===== config.mk =====
export PLATFORM = sky130hd
export DESIGN_NAME = tsf_top
export DESIGN_NICKNAME = d
export VERILOG_FILES = /design/src/core/tsf_ctrl.v /design/src/core/tsf_top.v
export VERILOG_INCLUDE_DIRS = /design/src /design/src/core
export SDC_FILE = /design/constraint.sdc
export NUM_CORES = 1
export LEC_CHECK = 0
export BUFFER_PORTS_ARGS = -buffer_cell sky130_fd_sc_hd__buf_2
export CAP_MARGIN = 10
export CORE_UTILIZATION = 40
export CTS_BUF_LIST = sky130_fd_sc_hd__clkbuf_4
export DETAILED_ROUTE_END_ITERATION = 8
export PLACE_DENSITY = 0.52
export SYNTH_ARGS = -nofsm -noshare
export SYNTH_HDL_FRONTEND = slang
export SYNTH_SLANG_ARGS = --single-unit

===== constraint.sdc =====
create_clock -name core_clk_in -period 8 [get_ports core_clk_in]
set_input_delay 1.6 -clock core_clk_in [delete_from_list [all_inputs] [get_ports core_clk_in]]
set_output_delay 1.6 -clock core_clk_in [all_outputs]
set_load 0.02 [all_outputs]

===== src/core/tsf_consts.vh =====
// constants for the temperature sample fifo control block
// assumes an 8-bit register port decoded by an upstream serial slave
//
// Contract
// - almost-full asserts when free space equals the 6-bit threshold field
// - flush write discards contents, zeroes both indices and the sample count
// - flush bit clears itself after the flush is done
// - overwrite-on-full set: pushes into a full fifo continue, oldest lost
// - while overwriting, write and read indices both advance per sample
// - overwrite-on-full clear: pushes into a full fifo are refused
// - a refused sample leaves write and read indices unchanged
// - auto or external conversion with change detect forces overwrite on full
// - writing one to the soft-reset bit restores all register defaults
// - soft-reset bit clears itself once the reset has acted
// - lost samples counted in a 6-bit tally saturating at 0x3f
// - write index advances once per pushed sample, pointing at next slot
// - 7-bit count equals samples available to the host
`ifndef TSF_CONSTS_VH
`define TSF_CONSTS_VH

`define TSF_ADDR_WR_IDX     8'h04
`define TSF_ADDR_RD_IDX     8'h05
`define TSF_ADDR_LOST       8'h06
`define TSF_ADDR_COUNT      8'h07
`define TSF_ADDR_DATA       8'h08
`define TSF_ADDR_THRESH     8'h09
`define TSF_ADDR_CTRL       8'h0a
`define TSF_ADDR_SRST       8'h11

`define TSF_THRESH_RESET    6'h1f
`define TSF_CTRL_RESET      3'h0
`define TSF_BIT_OVERWRITE   1
`define TSF_BIT_TYPE        2
`define TSF_BIT_STATCLR     3
`define TSF_BIT_FLUSH       4
`define TSF_BIT_SRST        0
`define TSF_LOST_MAX        6'h3f
`define TSF_DEPTH           7'h40

`endif


===== src/core/tsf_ctrl.v =====
// index and count bookkeeping for the sample fifo
// assumes push and pop are one-cycle pulses on core_clk_in
`timescale 1ns/100ps
`include "tsf_consts.vh"
module tsf_ctrl (
   input  wire       core_clk_in,
   input  wire       clear_in,
   input  wire       push_in,
   input  wire       pop_in,
   input  wire       overwrite_in,
   output wire       write_en_out,
   output reg  [5:0] write_index_out,
   output reg  [5:0] read_index_out,
   output reg  [6:0] count_out,
   output reg  [5:0] lost_out
);
   wire full_w  = (count_out == `TSF_DEPTH);
   wire empty_w = (count_out == 7'h00);
   wire do_pop  = pop_in && !empty_w;
   // a pop in the same cycle frees a slot, so the push is never lost then
   wire room_w  = !full_w || do_pop;
   wire roll_w  = push_in && !room_w && overwrite_in;
   wire drop_w  = push_in && !room_w && !overwrite_in;
   wire do_push = push_in && (room_w || overwrite_in);

   assign write_en_out = do_push;

   always @(posedge core_clk_in) begin
      if (clear_in) begin
         write_index_out <= 6'h00;
         read_index_out  <= 6'h00;
         count_out       <= 7'h00;
         lost_out        <= 6'h00;
      end else begin
         if (do_push)
            write_index_out <= write_index_out + 6'h01;
         if (do_pop || roll_w)
            read_index_out <= read_index_out + 6'h01;
         if (do_push && !do_pop && !roll_w)
            count_out <= count_out + 7'h01;
         else if (do_pop && !do_push)
            count_out <= count_out - 7'h01;
         if ((roll_w || drop_w) && lost_out != `TSF_LOST_MAX)
            lost_out <= lost_out + 6'h01;
      end
   end
endmodule


===== src/core/tsf_top.v =====
// register front and sample store of the temperature sample fifo
// assumes a decoded 8-bit register port with one-cycle read/write strobes
`timescale 1ns/100ps
`include "tsf_consts.vh"
module tsf_top #(
   parameter DATA_W = 8
) (
   input  wire              core_clk_in,
   input  wire              srst_in,
   input  wire [7:0]        reg_addr_in,
   input  wire [7:0]        reg_wdata_in,
   input  wire              reg_wr_in,
   input  wire              reg_rd_in,
   output reg  [7:0]        reg_rdata_out,
   input  wire              sample_valid_in,
   input  wire [DATA_W-1:0] sample_data_in,
   input  wire              auto_or_ext_mode_in,
   input  wire              change_detect_enable_in,
   output wire              almost_full_out,
   output reg  [DATA_W-1:0] pop_data_out
);
   reg  [5:0] thresh_reg;
   reg  [5:0] thresh_next;
   reg  [3:1] ctrl_reg;
   reg  [3:1] ctrl_next;
   reg        flush_reg;
   reg        flush_next;
   reg        soft_rst_reg;
   reg        soft_rst_next;
   reg  [DATA_W-1:0] mem [0:63];
   wire [5:0] write_index;
   wire [5:0] read_index;
   wire [6:0] count;
   wire [5:0] lost_sample_tally;
   wire       write_en;
   wire       overwrite_on_full;
   wire       pop;
   wire       wr_thresh;
   wire       wr_ctrl;
   wire       wr_srst;

   assign wr_thresh = reg_wr_in && (reg_addr_in == `TSF_ADDR_THRESH);
   assign wr_ctrl   = reg_wr_in && (reg_addr_in == `TSF_ADDR_CTRL);
   assign wr_srst   = reg_wr_in && (reg_addr_in == `TSF_ADDR_SRST);
   assign pop       = reg_rd_in && (reg_addr_in == `TSF_ADDR_DATA);

   // change detect in autonomous modes must never stall on full
   assign overwrite_on_full = ctrl_reg[`TSF_BIT_OVERWRITE] ||
                              (auto_or_ext_mode_in && change_detect_enable_in);

   // free space = 64 - count; compare in 7 bits so an empty fifo never matches
   assign almost_full_out = ((`TSF_DEPTH - count) == {1'b0, thresh_reg});

   always @* begin
      thresh_next   = thresh_reg;
      ctrl_next     = ctrl_reg;
      flush_next    = 1'b0;
      soft_rst_next = 1'b0;
      if (soft_rst_reg) begin
         thresh_next = `TSF_THRESH_RESET;
         ctrl_next   = `TSF_CTRL_RESET;
      end else if (wr_srst && reg_wdata_in[`TSF_BIT_SRST]) begin
         soft_rst_next = 1'b1;
      end else if (wr_thresh) begin
         thresh_next = reg_wdata_in[5:0];
      end else if (wr_ctrl) begin
         ctrl_next  = reg_wdata_in[3:1];
         flush_next = reg_wdata_in[`TSF_BIT_FLUSH];
      end
   end

   always @(posedge core_clk_in) begin
      if (srst_in) begin
         thresh_reg   <= `TSF_THRESH_RESET;
         ctrl_reg     <= `TSF_CTRL_RESET;
         flush_reg    <= 1'b0;
         soft_rst_reg <= 1'b0;
      end else begin
         thresh_reg   <= thresh_next;
         ctrl_reg     <= ctrl_next;
         flush_reg    <= flush_next;
         soft_rst_reg <= soft_rst_next;
      end
   end

   always @(posedge core_clk_in) begin
      if (write_en)
         mem[write_index] <= sample_data_in;
   end

   always @(posedge core_clk_in) begin
      if (srst_in || soft_rst_reg)
         pop_data_out <= {DATA_W{1'b0}};
      else if (pop && count != 7'h00)
         pop_data_out <= mem[read_index];
   end

   tsf_ctrl u_ctrl (
      .core_clk_in     (core_clk_in),
      .clear_in        (srst_in || soft_rst_reg || flush_reg),
      .push_in         (sample_valid_in),
      .pop_in          (pop),
      .overwrite_in    (overwrite_on_full),
      .write_en_out    (write_en),
      .write_index_out (write_index),
      .read_index_out  (read_index),
      .count_out       (count),
      .lost_out        (lost_sample_tally)
   );

   always @(posedge core_clk_in) begin
      if (srst_in) begin
         reg_rdata_out <= 8'h00;
      end else if (!reg_rd_in) begin
         reg_rdata_out <= reg_rdata_out;
      end else if (reg_addr_in == `TSF_ADDR_WR_IDX) begin
         reg_rdata_out <= {2'h0, write_index};
      end else if (reg_addr_in == `TSF_ADDR_RD_IDX) begin
         reg_rdata_out <= {2'h0, read_index};
      end else if (reg_addr_in == `TSF_ADDR_LOST) begin
         reg_rdata_out <= {2'h0, lost_sample_tally};
      end else if (reg_addr_in == `TSF_ADDR_COUNT) begin
         reg_rdata_out <= {1'b0, count};
      end else if (reg_addr_in == `TSF_ADDR_THRESH) begin
         reg_rdata_out <= {2'h0, thresh_reg};
      end else if (reg_addr_in == `TSF_ADDR_CTRL) begin
         reg_rdata_out <= {3'h0, flush_reg, ctrl_reg, 1'b0};
      end else begin
         reg_rdata_out <= 8'h00;
      end
   end
endmodule


==> qor.txt <==
Run status: complete, no violations
Clock-pin slew on the worst setup and hold paths: 0.07 ns
Buffer and inverter count on the worst path: 2
Warnings from Yosys: 0
Grt total ovfl: 0
Seq cells post-synth: 563
Hold slack: 0.4819 ns
Post-synthesis cell count: 1305
Via count of the first global-routing pass: 12850
Synth-to-Final Area Change: 12.58%
Placer's final routability congestion estimate: 0.8008
Initial antenna violation count: 3
Depth of the worst register-to-register path: 7
Starting density of the core: 40.54%
Number of vias after detailed routing: 12570
Endpoint type of the worst setup path: output port
End of the worst register-to-register path: mem[45][7]
Min Tclk post-route: 4.938 ns
Async set or reset register ratio after synthesis: 0%
Pre-Repair DR Iteration Count: 5
Post-DR vias/cell: 5.441
Area of the multi-input gates: 6063 sq um
Cell types occupying the most area after synthesis: edfxtp_1 67%, mux4_2 9.2%, dfxtp_1 4.5%
Critical path arrival: 3.34 ns
Post-CTS setup repair buffer count: 0
Storage cell area: 16410 sq um
Max Fclk: 202.5 MHz
Normalized max-slew margin: 14.70%
Hold violation total from the final report: 0
Cell area power density: 243.7 nW/um^2
Vertical die dimension: 241.3 um
Number of buffers inserted for hold repair after clock tree synthesis: 0
Largest net degree at the start of global routing: 105
Number of I/O pins: 48
Number of port buffers: 44
Slew at the pin with the worst max-slew slack: 1.273 ns
Worst hold stages: 2
# H-tree levels: 4
Pleak: 8.092 nW
Cell accounting for the most synthesized area: edfxtp_1
Peak ir drop on the vdd network: 0.0001329 V
Drt total wl: 57.99 mm
Share of layout cells above drive strength 1: 28.41%
Number of distinct library cell variants in the gate-level netlist after synthesis: 75
Utilization after layout: 45.64%
Critical path start-end classification: flop to output port
Setup repair after global routing missed its margin: false
Most used standard cell by instance count after synthesis: edfxtp_1
Syn Nets: 1346
Floorplan core area: 56500 sq um
Design Power: 0.006285 W
Worst skew pair latency: 0.97 ns
WL/cell: 25.09 um
Clock sink count: 563
Slowest stage cell, crit path: a2111oi_0
MaxCap Viol Count: 0
Total CTS buffers: 152
Number of core rows: 87
Die Outline Area: 58230 sq um
Global-route wire length before repair: 85.03 mm
Critical path peak fanout: 6
Startpoint of the most critical register-to-register path: u_ctrl.count_out[0]
Die W: 241.3 um
Number of synthesized flops with an enable pin: 512
Required arrival time at the worst endpoint: 6.40 ns
CP Cell Sequence: inv_1 > ha_1 > or3b_4 > nor3_4 > xor2_1 > a2111oi_0 > buf_2
Largest Register: mem
Number of DRC violations after detailed routing: 0
Maximum clock insertion buffer count: 3
Layout fillers: 4925
Critical path depth in cells: 7
Largest stage delay on the critical path: 0.49 ns
Setup_tns: 0 ns
Clock root cell: clkbuf_4
Final setup fails: 0
Hold EP: reg_rdata_out[6]
Kind of path behind the tightest hold check: flop to flop
Portion of synthesized cell area occupied by the leading cell type: 67.12%
Register area share after synthesis: 71.58%
Reg-to-reg setup timing slack: 3.77 ns
Count of pins over their slew limit: 0
Gr usage total: 20.76%
Post-synthesis instance area: 22910 sq um
Nets: 1484
Gate family responsible for the most delay along the worst path: simple AND/OR/NAND/NOR gates
Post-route fraction of the period consumed by the critical path: 61.73%
First-iteration detailed-routing DRC count: 852
Main synth FF type: edfxtp_1
Total of cells resized after clock tree synthesis: 0
HPWL reported at the end of detailed placement: 33.92 mm
Max FFs per register: 512
Clock tree from TritonCTS: built
Final ANT Viol Nets: 0
Top flop regs: mem x512, pop_data_out x8
Synth Area per Inst: 17.55 sq um
Startpoint Class: flop
Worst clock skew: 0.05544 ns
Hold path start: reg_rdata_out[6]
Most frequent cells after synthesis: 512 x edfxtp_1, 115 x nor2_1, 98 x mux2i_1
==> cell type report <==
cell class,count,area share [%]
clock buffers,227,6.608
repair buffers,63,1.456
inverters,6,0.08734
flip-flops and latches,563,63.63
well taps,756,3.668
clock inverters,33,0.9801
multi-input cells,657,23.51
diodes,6,0.05822
==> per-stage QoR <==
| step | worst slack, ns | std cells | instance area (sq um) |
|---|---|---|---|
| global route | 2.798 | 2309 | 25780 |
| CTS | 2.845 | 2305 | 25770 |
| finish | 3.062 | 2311 | 25790 |
| floorplan | 3.788 | 1305 | 22910 |
| global placement | 2.429 | 2045 | 23820 |
| detailed placement | 2.378 | 2045 | 23820 |
==> placed cells by master, fill, tap and decap left out, types with 5 or more instances in the layout <==
master,netlist,layout
a211oi_1,12,12
dfxtp_1,51,47
nand3_1,18,18
o22ai_1,28,28
xnor2_1,14,14
a22oi_1,18,18
buf_2,17,44
mux4_2,94,94
buf_4,10,18
nand4_1,8,8
and3_1,8,8
nor4_1,10,10
nor2_1,115,115
clkbuf_4,0,227
o21ai_0,19,19
mux2_2,15,15
clkinv_1,0,19
nor3_1,13,13
edfxtp_1,512,512
nor2b_1,6,5
a22o_1,6,6
diode_2,0,6
inv_1,6,6
nand3b_1,10,10
xor2_1,15,15
o221ai_1,7,7
nand2_1,35,35
o21bai_1,6,6
mux2i_1,98,98
or3_1,6,6
a21oi_1,23,23
ha_1,9,9
==> cell families (layout without fill, tap and decap cells) <==
kind of cell               after synthesis  after routing  share of synthesized area (%)
xor gates and xnor gates                29             29                          1.109
adders and majority gates               10             10                         0.5790
AOI/OAI and AO/OA                      148            148                          4.550
and+or+nand+nor                        262            262                          5.943
buffers and inverters                   85            329                          1.961
muxes                                  207            207                          14.26
other                                    1              7                        0.01637
DFF                                    563            563                          71.58
==> how the worst max path moves through the flow <==
stage	startpoint	to	slack, ns
floorplan	reg_addr_in[7]	u_ctrl.count_out[6]	3.79
global placement	reg_addr_in[7]	mem[29][0]	2.43
detailed placement	reg_addr_in[7]	mem[45][6]	2.38
CTS	u_ctrl.count_out[0]	almost_full_out	2.84
global route	u_ctrl.count_out[0]	almost_full_out	2.80
finish	u_ctrl.count_out[0]	almost_full_out	3.06
==> power breakdown <==
part           total, W  switching (W)  internal, W
sequential      0.00328      0.0000439      0.00323
combinational  0.000428       0.000256     0.000172
clock           0.00258        0.00116      0.00142
==> worst min-delay path, stage by stage (launching register included) <==
cell      delay [ns]
dfxtp_1         0.32
nand2b_1        0.07
a21oi_1         0.05
==> per-layer routing <==
| layer | global-route usage (%) | vias to the layer above | wire length [um] |
|---|---|---|---|
| met5 | 0 | - | 0 |
| met1 | 27.43 | 6449 | 24960 |
| met2 | 32.71 | 396 | 27770 |
| met3 | 4.957 | 97 | 3628 |
| li1 | - | 5632 | - |
| met4 | 9.129 | 0 | 1628 |
(Power assumes the default switching activity.)
